`src/isc_regs.svh`:
```
// register offsets, field positions, reset values and timing counts of the interrupt controller
`ifndef ISC_REGS_SVH
`define ISC_REGS_SVH

`define GIE_ADDR          8'h20
`define EPE_ADDR          8'h21
`define PSC_ADDR          8'hFF

`define PSC_PENDING       7
`define PSC_WDR           6
`define PSC_BUSEV         5
`define PSC_LVR           4
`define PSC_SUSP          3
`define PSC_GIES          2
`define PSC_RUN           0

`define GIE_WAKE          7
`define GIE_GPIO          6
`define GIE_T1024         2
`define GIE_T128          1
`define GIE_BUS           0
`define GIE_MASK          8'hC7
`define GIE_RESET         8'h00
`define EPE_EP0           0
`define EPE_EP1_LO        1
`define EPE_EP1_HI        2
`define EPE_MASK          8'h07
`define EPE_RESET         8'h00
`define PSC_POR_VALUE     8'h11

`define VEC_BUS           4'h1
`define VEC_T128          4'h2
`define VEC_T1024         4'h3
`define VEC_EP0           4'h4
`define VEC_EP1           4'h5
`define VEC_GPIO          4'hA
`define VEC_WAKE          4'hB

`define CALL_CYCLES       10
`define JUMP_CYCLES       5
`define CLOCK_MHZ         100
`define BUS_EVENT_MIN_US  128
`define WAKE_START_CYCLES 64

`endif

```
`src/isc_pkg.sv`:
```
// types shared by the interrupt controller files
package isc_pkg;

    typedef enum logic [5:0] {
        ST_IDLE    = 6'h01,
        ST_CALL    = 6'h02,
        ST_JUMP    = 6'h04,
        ST_SUSPEND = 6'h08,
        ST_WAKE    = 6'h10,
        ST_HALTED  = 6'h20
    } cpu_state_t;

    typedef struct packed {
        logic halt;
        logic mask_all;
        logic unmask_all;
        logic return_from_service;
    } cpu_ops_t;

    typedef struct packed {
        logic [15:0] pc;
        logic        carry_flag;
        logic        zero_flag;
    } call_frame_t;

    typedef struct packed {
        logic [7:0] addr;
        logic [7:0] wdata;
        logic       write;
        logic       read;
    } reg_req_t;

endpackage

```
`src/mcu_irq_status_ctrl.sv`:
```
// interrupt controller and processor status/control logic
// Function
// writing suspend bit halts CPU, suspends
// interrupt or bus activity wakes, resumes next
// suspend entered even with wake pending
// hardware clears suspend bit on resume
// bit 2 reads global enable, unwritable
// software writes zero to reserved bit 1
// halt clears run, stops until reset
// power-up or low-voltage reset loads 00010001
// watchdog after power-up reads 01010001
// watchdog reset gives 01XX0001
// bus reset before read sets event bit
// enables set by one, cleared by reset
// one sticky pending flop per source
// enabled request served at instruction end
// ack clears enable, pending, then calls vector
// call saves PC and flags; return re-enables
// mask/unmask touch only global enable
// bit 7 shows any pending interrupt
// priority follows vector number, 1 highest
// vectors two bytes apart from zero
// latency adds 10 call, 5 jump cycles
// enable register layout, reserved, reset zero
// bus event bit sticky after 128 us
// watchdog bit set on rollover, cleared by LOW_VOLTAGE_RESET
// reserved vectors 6 to 9 never requested
// reserved enable bits read zero
//
// Chosen here: the address-and-strobe port.
`timescale 1ns/1ps
`include "isc_regs.svh"
module mcu_irq_status_ctrl #(
    parameter int BUS_EVENT_CYCLES = `BUS_EVENT_MIN_US * `CLOCK_MHZ,
    parameter int WAKE_CYCLES      = `WAKE_START_CYCLES
) (
    input  wire logic                  clock,
    input  wire logic                  rst,
    input  wire logic                  low_voltage_reset,
    input  wire logic                  watchdog_reset,
    input  wire isc_pkg::reg_req_t     reg_req,
    output logic [7:0]                 reg_rdata,
    input  wire logic                  instr_done,
    input  wire isc_pkg::cpu_ops_t     cpu_ops,
    input  wire isc_pkg::call_frame_t  cpu_frame,
    input  wire logic                  bus_condition,
    input  wire logic                  bus_activity,
    input  wire logic                  timer_128us,
    input  wire logic                  timer_1024us,
    input  wire logic                  endpoint0_event,
    input  wire logic                  endpoint1_event,
    input  wire logic                  gpio_event,
    input  wire logic                  wakeup_event,
    output logic                       cpu_stall,
    output logic                       service_call,
    output logic                       service_entry,
    output logic [15:0]                vector_addr,
    output isc_pkg::call_frame_t       call_frame,
    output logic                       suspended,
    output logic                       running
);
    localparam int NSRC = 7;
    localparam int CALL_CNT = `CALL_CYCLES * `CLOCK_MHZ / `CLOCK_MHZ;
    localparam int JUMP_CNT = `JUMP_CYCLES * `CLOCK_MHZ / `CLOCK_MHZ;
    localparam int CW = $clog2(WAKE_CYCLES + CALL_CNT + 1);

    isc_pkg::cpu_state_t state;
    logic [CW-1:0]       count;
    logic [7:0]          gie;
    logic [7:0]          epe;
    logic                global_en;
    logic                wdr_flag;
    logic                lvr_flag;
    logic                busev_flag;
    logic                susp_bit;
    logic                run_bit;
    logic [NSRC-1:0]     pending;
    logic [NSRC-1:0]     src_set;
    logic [NSRC-1:0]     src_en;
    logic [NSRC-1:0]     request;
    logic                req_valid;
    logic [2:0]          req_idx;
    logic                ack;
    logic                bus_event;
    logic                any_reset;
    logic                power_reset;
    logic                wr_gie;
    logic                wr_epe;
    logic                wr_psc;
    logic                wake_cond;
    logic                wake_done;
    logic [7:0]          psc_value;

    // vector number of each source slot; slots 6..9 of the table have no source
    function automatic logic [3:0] vec_num(input logic [2:0] idx);
        case (idx)
            3'h0: vec_num = `VEC_BUS;
            3'h1: vec_num = `VEC_T128;
            3'h2: vec_num = `VEC_T1024;
            3'h3: vec_num = `VEC_EP0;
            3'h4: vec_num = `VEC_EP1;
            3'h5: vec_num = `VEC_GPIO;
            default: vec_num = `VEC_WAKE;
        endcase
    endfunction

    function automatic logic is_addr(input isc_pkg::reg_req_t r, input logic [7:0] a);
        return r.addr == a;
    endfunction

    // power-on and low-voltage resets act alike on flags, enables and sequencer; only rst clears vector_addr and reg_rdata
    assign power_reset = rst || low_voltage_reset;
    assign any_reset   = power_reset || watchdog_reset;
    assign wr_gie      = reg_req.write && is_addr(reg_req, `GIE_ADDR);
    assign wr_epe      = reg_req.write && is_addr(reg_req, `EPE_ADDR);
    assign wr_psc      = reg_req.write && is_addr(reg_req, `PSC_ADDR);

    isc_bus_event #(
        .CYCLES (BUS_EVENT_CYCLES)
    ) u_bus_event (
        .clock       (clock),
        .rst         (any_reset),
        .condition   (bus_condition),
        .event_pulse (bus_event)
    );

    assign src_set = {wakeup_event, gpio_event, endpoint1_event, endpoint0_event,
                      timer_1024us, timer_128us, bus_event};
    assign src_en  = {gie[`GIE_WAKE], gie[`GIE_GPIO], epe[`EPE_EP1_HI] | epe[`EPE_EP1_LO],
                      epe[`EPE_EP0], gie[`GIE_T1024], gie[`GIE_T128], gie[`GIE_BUS]};
    assign request = pending & src_en;

    isc_priority #(
        .N  (NSRC),
        .IW (3)
    ) u_priority (
        .request (request),
        .valid   (req_valid),
        .index   (req_idx)
    );

    // taken only between instructions, with the core otherwise idle
    assign ack = (state == isc_pkg::ST_IDLE) && instr_done && global_en && req_valid
                 && !any_reset && !(wr_psc && reg_req.wdata[`PSC_SUSP]) && !cpu_ops.halt
                 && !(wr_psc && !reg_req.wdata[`PSC_RUN]);

    // enable registers
    always_ff @(posedge clock) begin
        if (any_reset) begin
            gie <= `GIE_RESET;
            epe <= `EPE_RESET;
        end else begin
            if (wr_gie) begin
                gie <= reg_req.wdata & `GIE_MASK;
            end
            if (wr_epe) begin
                epe <= reg_req.wdata & `EPE_MASK;
            end
        end
    end

    // global enable: only the instructions and the acknowledge touch it
    always_ff @(posedge clock) begin
        if (any_reset) begin
            global_en <= 1'b0;
        end else if (ack) begin
            global_en <= 1'b0;
        end else if (cpu_ops.mask_all) begin
            global_en <= 1'b0;
        end else if (cpu_ops.unmask_all || cpu_ops.return_from_service) begin
            global_en <= 1'b1;
        end
    end

    // one pending flop per source; a new event beats the acknowledge clear
    genvar g;
    generate
        for (g = 0; g < NSRC; g++) begin : gen_pending
            always_ff @(posedge clock) begin
                if (any_reset) begin
                    pending[g] <= 1'b0;
                end else if (src_set[g]) begin
                    pending[g] <= 1'b1;
                end else if (ack && req_idx == 3'(g)) begin
                    pending[g] <= 1'b0;
                end
            end
        end
    endgenerate

    // reset cause flags
    always_ff @(posedge clock) begin
        if (power_reset) begin
            wdr_flag <= 1'b0;
            lvr_flag <= 1'b1;
        end else if (watchdog_reset) begin
            wdr_flag <= 1'b1;
        end else if (wr_psc) begin
            wdr_flag <= reg_req.wdata[`PSC_WDR];
            lvr_flag <= reg_req.wdata[`PSC_LVR];
        end
    end

    // bus event flag survives a watchdog reset and is set even when disabled
    always_ff @(posedge clock) begin
        if (power_reset) begin
            busev_flag <= 1'b0;
        end else if (bus_event) begin
            busev_flag <= 1'b1;
        end else if (wr_psc && !watchdog_reset) begin
            busev_flag <= reg_req.wdata[`PSC_BUSEV];
        end
    end

    // wake on an enabled request or bus activity, even if present at entry
    assign wake_cond = (|request) || bus_activity;
    assign wake_done = (state == isc_pkg::ST_WAKE) && (count == CW'(WAKE_CYCLES - 1));

    always_ff @(posedge clock) begin
        if (any_reset) begin
            susp_bit <= 1'b0;
        end else if (wr_psc && reg_req.wdata[`PSC_SUSP] && state == isc_pkg::ST_IDLE) begin
            susp_bit <= 1'b1;
        end else if (wake_done) begin
            susp_bit <= 1'b0;
        end
    end

    always_ff @(posedge clock) begin
        if (any_reset) begin
            run_bit <= 1'b1;
        end else if (cpu_ops.halt && state == isc_pkg::ST_IDLE) begin
            run_bit <= 1'b0;
        end else if (wr_psc && state != isc_pkg::ST_HALTED) begin
            run_bit <= reg_req.wdata[`PSC_RUN];
        end
    end

    // core sequencer: forced call, vector jump, suspend and halt
    always_ff @(posedge clock) begin
        if (any_reset) begin
            state <= isc_pkg::ST_IDLE;
            count <= '0;
        end else begin
            case (state)
                isc_pkg::ST_IDLE: begin
                    count <= '0;
                    if (wr_psc && reg_req.wdata[`PSC_SUSP]) begin
                        state <= isc_pkg::ST_SUSPEND;
                    end else if (cpu_ops.halt || (wr_psc && !reg_req.wdata[`PSC_RUN])) begin
                        state <= isc_pkg::ST_HALTED;
                    end else if (ack) begin
                        state <= isc_pkg::ST_CALL;
                    end
                end
                isc_pkg::ST_CALL: begin
                    if (count == CW'(CALL_CNT - 1)) begin
                        state <= isc_pkg::ST_JUMP;
                        count <= '0;
                    end else begin
                        count <= count + 1'b1;
                    end
                end
                isc_pkg::ST_JUMP: begin
                    if (count == CW'(JUMP_CNT - 1)) begin
                        state <= isc_pkg::ST_IDLE;
                        count <= '0;
                    end else begin
                        count <= count + 1'b1;
                    end
                end
                isc_pkg::ST_SUSPEND: begin
                    count <= '0;
                    if (wake_cond) begin
                        state <= isc_pkg::ST_WAKE;
                    end
                end
                isc_pkg::ST_WAKE: begin
                    // clock start-up delay before the core runs again
                    if (wake_done) begin
                        state <= isc_pkg::ST_IDLE;
                        count <= '0;
                    end else begin
                        count <= count + 1'b1;
                    end
                end
                isc_pkg::ST_HALTED: begin
                    state <= isc_pkg::ST_HALTED;
                end
                default: begin
                    state <= isc_pkg::ST_IDLE;
                end
            endcase
        end
    end

    // call target and the frame that the core pushes
    always_ff @(posedge clock) begin
        if (rst) begin
            vector_addr <= 16'h0000;
            call_frame  <= '0;
        end else if (ack) begin
            vector_addr <= {11'h000, vec_num(req_idx), 1'b0};
            call_frame  <= cpu_frame;
        end
    end

    always_ff @(posedge clock) begin
        if (any_reset) begin
            service_call <= 1'b0;
        end else begin
            service_call <= ack;
        end
    end

    assign service_entry = (state == isc_pkg::ST_JUMP) && (count == CW'(JUMP_CNT - 1));
    assign cpu_stall     = (state != isc_pkg::ST_IDLE);
    assign suspended     = (state == isc_pkg::ST_SUSPEND);
    assign running       = run_bit;

    // bit 1 reads zero whatever software wrote there
    assign psc_value = {|pending, wdr_flag, busev_flag, lvr_flag,
                        susp_bit, global_en, 1'b0, run_bit};

    always_ff @(posedge clock) begin
        if (rst) begin
            reg_rdata <= 8'h00;
        end else if (!reg_req.read) begin
            reg_rdata <= 8'h00;
        end else if (is_addr(reg_req, `GIE_ADDR)) begin
            reg_rdata <= gie;
        end else if (is_addr(reg_req, `EPE_ADDR)) begin
            reg_rdata <= epe;
        end else if (is_addr(reg_req, `PSC_ADDR)) begin
            reg_rdata <= psc_value;
        end else begin
            reg_rdata <= 8'h00;
        end
    end

    chk_ack_clears_gie: assert property (@(posedge clock) disable iff (any_reset)
        ack |=> !global_en)
        else $error("global enable still set after acknowledge");

    chk_vector_target: assert property (@(posedge clock) disable iff (any_reset)
        ack |=> vector_addr == {11'h000, vec_num($past(req_idx)), 1'b0})
        else $error("vector address wrong for serviced source");

    chk_call_latency: assert property (@(posedge clock) disable iff (any_reset)
        ack |=> (state == isc_pkg::ST_CALL) ##10 (state == isc_pkg::ST_JUMP) ##4 service_entry)
        else $error("call plus jump did not take fifteen cycles");

    chk_priority_order: assert property (@(posedge clock) disable iff (any_reset)
        ack |-> (request & ((7'h01 << req_idx) - 7'h01)) == 7'h00)
        else $error("a higher priority request was passed over");

    chk_suspend_entry: assert property (@(posedge clock) disable iff (any_reset)
        (state == isc_pkg::ST_IDLE && wr_psc && reg_req.wdata[`PSC_SUSP])
        |=> suspended && susp_bit && cpu_stall)
        else $error("suspend write did not suspend the core");

    chk_resume_clears: assert property (@(posedge clock) disable iff (any_reset)
        $fell(susp_bit) && !$past(any_reset)
        |-> $past(state) == isc_pkg::ST_WAKE && state == isc_pkg::ST_IDLE)
        else $error("suspend bit cleared outside resume");

    chk_halt_holds: assert property (@(posedge clock) disable iff (any_reset)
        state == isc_pkg::ST_HALTED |=> state == isc_pkg::ST_HALTED && !running)
        else $error("halted core restarted without reset");

    chk_enable_sense: assert property (@(posedge clock) disable iff (any_reset)
        (reg_req.read && is_addr(reg_req, `PSC_ADDR))
        |=> reg_rdata[`PSC_GIES] == $past(global_en) && reg_rdata[1] == 1'b0)
        else $error("status bit 2 does not mirror global enable");

    chk_power_value: assert property (@(posedge clock)
        power_reset |=> {wdr_flag, busev_flag, lvr_flag, susp_bit, global_en, run_bit}
                        == 6'b001001 && pending == 7'h00)
        else $error("power reset did not load status 00010001");

    chk_watchdog_value: assert property (@(posedge clock)
        (watchdog_reset && !power_reset) |=> wdr_flag && !susp_bit && !global_en && run_bit
            && lvr_flag == $past(lvr_flag) && pending == 7'h00 && gie == 8'h00)
        else $error("watchdog reset status value wrong");

    chk_bus_event_sticky: assert property (@(posedge clock) disable iff (any_reset)
        bus_event |=> busev_flag && pending[0])
        else $error("bus event not recorded");
endmodule

```
`src/isc_priority.sv`:
```
// fixed-priority picker: lowest index wins
`timescale 1ns/1ps
module isc_priority #(
    parameter int N  = 7,
    parameter int IW = 3
) (
    input  wire logic [N-1:0]  request,
    output logic               valid,
    output logic [IW-1:0]      index
);
    function automatic logic [IW-1:0] first_set(input logic [N-1:0] req);
        logic [IW-1:0] idx;
        idx = '0;
        for (int k = N - 1; k >= 0; k--) begin
            if (req[k]) begin
                idx = IW'(k);
            end
        end
        return idx;
    endfunction

    assign valid = |request;
    assign index = first_set(request);
endmodule

```
`src/isc_bus_event.sv`:
```
// qualifies the selected bus condition once it has lasted long enough
`timescale 1ns/1ps
module isc_bus_event #(
    parameter int CYCLES = 12800
) (
    input  wire logic clock,
    input  wire logic rst,
    input  wire logic condition,
    output logic      event_pulse
);
    logic [$clog2(CYCLES+1)-1:0] count;

    // saturates so one long condition gives exactly one event
    always_ff @(posedge clock) begin
        if (rst || !condition) begin
            count <= '0;
        end else if (count != CYCLES[$clog2(CYCLES+1)-1:0]) begin
            count <= count + 1'b1;
        end
    end

    assign event_pulse = condition && (count == CYCLES[$clog2(CYCLES+1)-1:0] - 1'b1);
endmodule

```
`config.mk`:
```
export PLATFORM = sky130hd
export DESIGN_NAME = mcu_irq_status_ctrl
export DESIGN_NICKNAME = d
export VERILOG_FILES = /design/src/isc_pkg.sv /design/src/mcu_irq_status_ctrl.sv /design/src/isc_priority.sv /design/src/isc_bus_event.sv
export VERILOG_INCLUDE_DIRS = /design/src
export SDC_FILE = /design/constraint.sdc
export NUM_CORES = 1
export LEC_CHECK = 0
export BUFFER_PORTS_ARGS = -buffer_cell sky130_fd_sc_hd__buf_2
export CAP_MARGIN = 20
export CORE_MARGIN = 2
export CORE_UTILIZATION = 31
export CTS_BUF_LIST = sky130_fd_sc_hd__clkbuf_2 sky130_fd_sc_hd__clkbuf_4 sky130_fd_sc_hd__clkbuf_8
export DETAILED_ROUTE_END_ITERATION = 10
export GPL_ROUTABILITY_DRIVEN = 0
export PLACE_DENSITY = 0.5
export SLEW_MARGIN = 15
export SYNTH_ARGS = -nofsm -noshare
export SYNTH_HDL_FRONTEND = slang
export SYNTH_SLANG_ARGS = --single-unit
export TNS_END_PERCENT = 50
```
`constraint.sdc`:
```
create_clock -name clock -period 3.4 [get_ports clock]
set_input_delay 0.68 -clock clock [delete_from_list [all_inputs] [get_ports clock]]
set_output_delay 0.68 -clock clock [all_outputs]
set_load 0.005 [all_outputs]
```
# After elaboration in Yosys (flattened, before gate mapping)
# Index checks and enable logic that the tools add are counted.
# op_classes
addsub	2
n_eq_ne	27
n_reduce_logical	60
muxes	45
bitwise	5
# op_table
op	n
$mux 6	7
$pmux 6 s6	1
$pmux 7 s4	1
$logic_and 1x1->1	26
$mux 8	3
$pmux 4 s6	1
$mux 1	22
$reduce_bool 2->1	11
$mux 3	7
$mux 7	3
$eq 8x6->1 const B	2
$add 14x1->14 const B	1
$eq 14x14->1 const B	1
$ne 14x14->1 const B	1
$reduce_or 7->1	2
$eq 3x3->1 const B	3
$eq 8x8->1 const B	1
$add 7x1->7 const B	1
$and 7x7->7	1
$eq 7x3->1 const B	1
$eq 7x4->1 const B	1
$eq 7x6->1 const B	1
$logic_not 1->1	7
$eq 3x2->1 const B	2
22 further kinds	32
# word_totals
word_cells	164
inputBits	53
output_inout_bits	47
reg_bits	79

# Logic depth before layout (Yosys ltp)
# depth
ltp_word	13
ltp_mapped	7

# By module
# Synthesis repeated with hierarchy kept, for this count alone.
# hier_totals
hier_cells	458
area_unflattened_um2	3847.4
# modules_own_cells
module	cells_per_inst	area_each_um2	n_inst
mcu_irq_status_ctrl	361	3035.4	1
isc_bus_event	86	739.5	1
isc_priority	11	72.6	1

# Worst setup path before layout
# Ideal clock, no wire load.
# synth_path
kind	input-to-reg
from	input port rst
to	register call_frame[10] in the netlist's numbering
n_path_buf	2
required_ps	3330
arrival_ps	2071
slack_ps	1258
path_stages	7
cell_sequence	buf_6 nor3_1 nand3_1 a2111oi_4 buf_6 nand2_1 a21oi_1
# synth_between
elab_chain_len	7
# synth_rtl
element	line_no	rtl
start: declaration	mcu_irq_status_ctrl.sv:38	input wire logic rst,
$logic_or 1x1->1	mcu_irq_status_ctrl.sv:112	assign power_reset = rst || low_voltage_reset;
$logic_or 1x1->1	mcu_irq_status_ctrl.sv:113	assign any_reset = power_reset || watchdog_reset;
$logic_not 1->1	mcu_irq_status_ctrl.sv:144	&& !any_reset && !(wr_psc && reg_req.wdata[`PSC_SUSP]) && !cpu_ops.halt
$logic_and 1x1->1	mcu_irq_status_ctrl.sv:144	
$logic_and 1x1->1 (3 in a row)	mcu_irq_status_ctrl.sv:143	assign ack = (state == isc_pkg::ST_IDLE) && instr_done && global_en && req_valid
end signal: assignment	mcu_irq_status_ctrl.sv:304	call_frame <= cpu_frame;
end: declaration	mcu_irq_status_ctrl.sv:58	output isc_pkg::call_frame_t call_frame,
# Parallel ways exist; a longest one is shown, timed or not.
# A chain may end at the register's enable or synchronous reset.

# Final worst setup path
# layout_path
from	register state[0]
to	output port cpu_stall
# layout_between
elab_chain_len	1
# layout_rtl
element	line_no	rtl
start: declaration	mcu_irq_status_ctrl.sv:67	isc_pkg::cpu_state_t state;
start signal: assignment	mcu_irq_status_ctrl.sv:242	state <= isc_pkg::ST_IDLE;
start signal: assignment	mcu_irq_status_ctrl.sv:249	state <= isc_pkg::ST_SUSPEND;
start signal: assignment	mcu_irq_status_ctrl.sv:251	state <= isc_pkg::ST_HALTED;
$ne 6x1->1	mcu_irq_status_ctrl.sv:317	assign cpu_stall = (state != isc_pkg::ST_IDLE);
end: declaration	mcu_irq_status_ctrl.sv:54	output logic cpu_stall,
# No other way between the ends.

==> flow_summary.toml <==
[logic_synthesis]
ys_ff_latch = 79
synthDistinctLibCells = 63
yosysWarnings = 0
synth_top_area_share_pct = 41.6
netlist_area_um2 = 3800
synth_edf_count = 0
synth_seq_area_share_pct = 41.6
synth_area_leader_cell = "dfxtp_1"
synthArstFlopShare_pct = 0
synth.top_cells.by_area = "dfxtp_1 42%, nand2_1 6.8%, a21oi_1 5.3%, nor2_1 3.6%, nand3_1 3.0%"
avgSynthCellArea_um2 = 8.40
synth-main-ff-cell = "dfxtp_1"
netlist_instances = 453

[drt]
vias_per_cell = 4.98
drt_wl_total_um = 9820
final_antenna_net_count = 0
drt-pass1-iter-count = 4
drc_errors = 0
vias = 3434
drtIter0Drc = 156
wl_per_cell_um = 14.3

[critical_path]
crit_type = "register to primary output"
startpoint_type = "register"
worstPathArrival_ns = 1.72
rrSetupSlack_ns = 1.24
r2r_start = "state[0]"
worstPathRequired_ns = 2.72
crit_fanout = 9
r2r-end = "state[0]"
r2r_cells = 5
cp-end-kind = "primary output"

[sta]
finalCritPeriodShare_pct = 70.6
worst_slew_pin_slew_ns = 0.806
fin_ws_ns = 1.00
slew_violations = 0
timing.final.hold_violations = 0
slew_headroom_pct = 46.1
setup_viol = 0
setup_tns_ns = 0
finClkSkew_ns = 0.0121
max_freq_ghz = 0.417
timing.final.crit_period_ns = 2.40
rsz0062_at_grt = "false"

[clocking]
cts_sinks = 79
ctsHoldBuffers = 0
cts_buffer_depth = 2
cts_setup_buffers = 0
cts_tree = "done"
clkTransAtPathRegs_ns = 0.08
cts_htree_levels = 3
clk_latency_ns = 0.36
numCtsBuffers = 9
cts_resized = 0
cts-root-buf = "clkbuf_8"

[floorplan]
fp.dieW_um = 115
die_h_um = 115
start_util_pct = 31.7
core_area_um2 = 12000
die_area_um2 = 13200
io_pins = 100
num_rows = 40

[power]
power_switching_share_pct = 23.7
pwr-share-clk_pct = 39.0
p_sw_uw = 400
p_comb_share_pct = 5.6
leakage_uw = 0.00169
power_uw = 1690
ir_worst_vdd_uv = 183
pwr-share-seq_pct = 55.4
p_int_uw = 1290
power-per-cell-area_nw_per_um2 = 377

[global_route]
grt_pass1_vias = 3183
antenna_found_initial = 0
track_usage_pct = 15.2
grt_pass1_wl_um = 15800
grt_remaining_overflow = 0
grt_max_degree = 28

[run_status]
status = "completed"

[worst_hold_path]
hp-start = "call_frame[7]"
min_path_cells = 2
holdPathEnd = "call_frame[7]"
hp-class = "register to register"

[finish]
final_cell_mix = "87 x buf_2, 79 x dfxtp_1, 69 x nand2_1"
drive_gt1_share_pct = 22.5
syn2layout_area_growth_pct = 17.6
final_common_cell = "buf_2"
final_cell_area_um2 = 4470
finalNetCount = 595
antenna_cells = 0

[placement]
port_buffers = 87
dpl_worst_slack_ns = 0.869
placed_area_um2 = 4290
dp_hpwl_um = 7360

[run]
maxCapViolations = 0
## how the worst max path moves through the flow
stage	start	endpoint	slack [ns]	cells after the start
3_3_place_gp	reg_req[14]	epe[1]	0.91	6
4_1_cts	state[0]	cpu_stall	0.98	4
2_1_floorplan	rst	call_frame[10]	1.26	7
6_report	state[0]	cpu_stall	1.00	4
3_5_place_dp	reg_req[11]	state[0]	0.87	6
5_1_grt	state[0]	cpu_stall	0.88	4
## Yosys cell counts (3+ instances only)
master,number
a21oi_1,40
a22oi_1,8
a31oi_1,6
and2_1,7
and3_1,7
buf_2,3
buf_4,13
buf_6,6
clkbuf_1,7
dfxtp_1,79
ha_1,5
inv_1,17
mux2i_1,4
nand2_1,69
nand2b_1,4
nand3_1,23
nand3b_1,3
nand4_1,5
nand4b_1,4
nor2_1,36
nor2b_1,8
nor3_1,6
nor4_1,6
nor4b_1,3
o21ai_0,20
or3_1,9
xnor2_1,6
xor2_1,8
## through the flow
step / hold slack, ns / utilization (%) / std cells
2_1_floorplan: 0.445 / - / 464
3_3_place_gp: 0.440 / 35.7 / 673
3_5_place_dp: 0.444 / 35.7 / 673
4_1_cts: 0.456 / 37.3 / 689
5_1_grt: 0.473 / 37.3 / 689
6_report: 0.451 / 37.3 / 689
## cell families after synthesis
family,after synthesis,synth area share (%)
AOI/OAI and AO/OA,102,17.7
xor gates and xnor gates,14,3.22
adders and majority gates,5,1.64
buffers and inverters,47,7.24
DFF,79,41.6
muxes,4,1.05
other,1,0.0986
and+or+nand+nor,201,27.5
## per-layer routing
| metal | up-vias | part of all wire, % | GRT usage, % |
|---|---|---|---|
| li1 | 1750 | - | - |
| met1 | 1579 | 49 | 21.4 |
| met2 | 95 | 43 | 22.6 |
| met3 | 10 | 6.1 | 3.69 |
| met4 | 0 | 1.3 | 5.54 |
| met5 | - | 0 | 0 |
## worst max-delay path, stage by stage, from the launching register on
cell and delay (ns):
dfxtp_1 0.55, nor2b_1 0.33, and2_1 0.24, inv_1 0.11, buf_2 0.14
## area by class of cell
type                    instances  area [um^2]
clock buffers                  13          166
multi-input cells             338         1990
fillers                      1278         7540
flip-flops and latches         79         1580
well taps                     147          184
clock inverters                 3         17.5
inverters                      17         63.8
repair buffers                 92          473
## flip-flops by register name, summed over array words and instances (netlist names)
signal and count:
global_en 1, state 6, call_frame 18, vector_addr 4
reg_rdata 8, wdr_flag 1, busev_flag 1, pending 7
gie 5, susp_bit 1, running 1, epe 3
lvr_flag 1, service_call 1, u_bus_event.count 14, count 7
## power groups by stage
stage / logic [uW] / registers (uW) / clock network (uW)
floorplan: 58.3 / 955 / 0
global placement: 93.0 / 957 / 0
detailed placement: 94.3 / 958 / 0
CTS: 94.9 / 936 / 681
global route: 106 / 937 / 725
finish: 94.0 / 936 / 658
No activity file was read; power rests on OpenSTA's default activity.
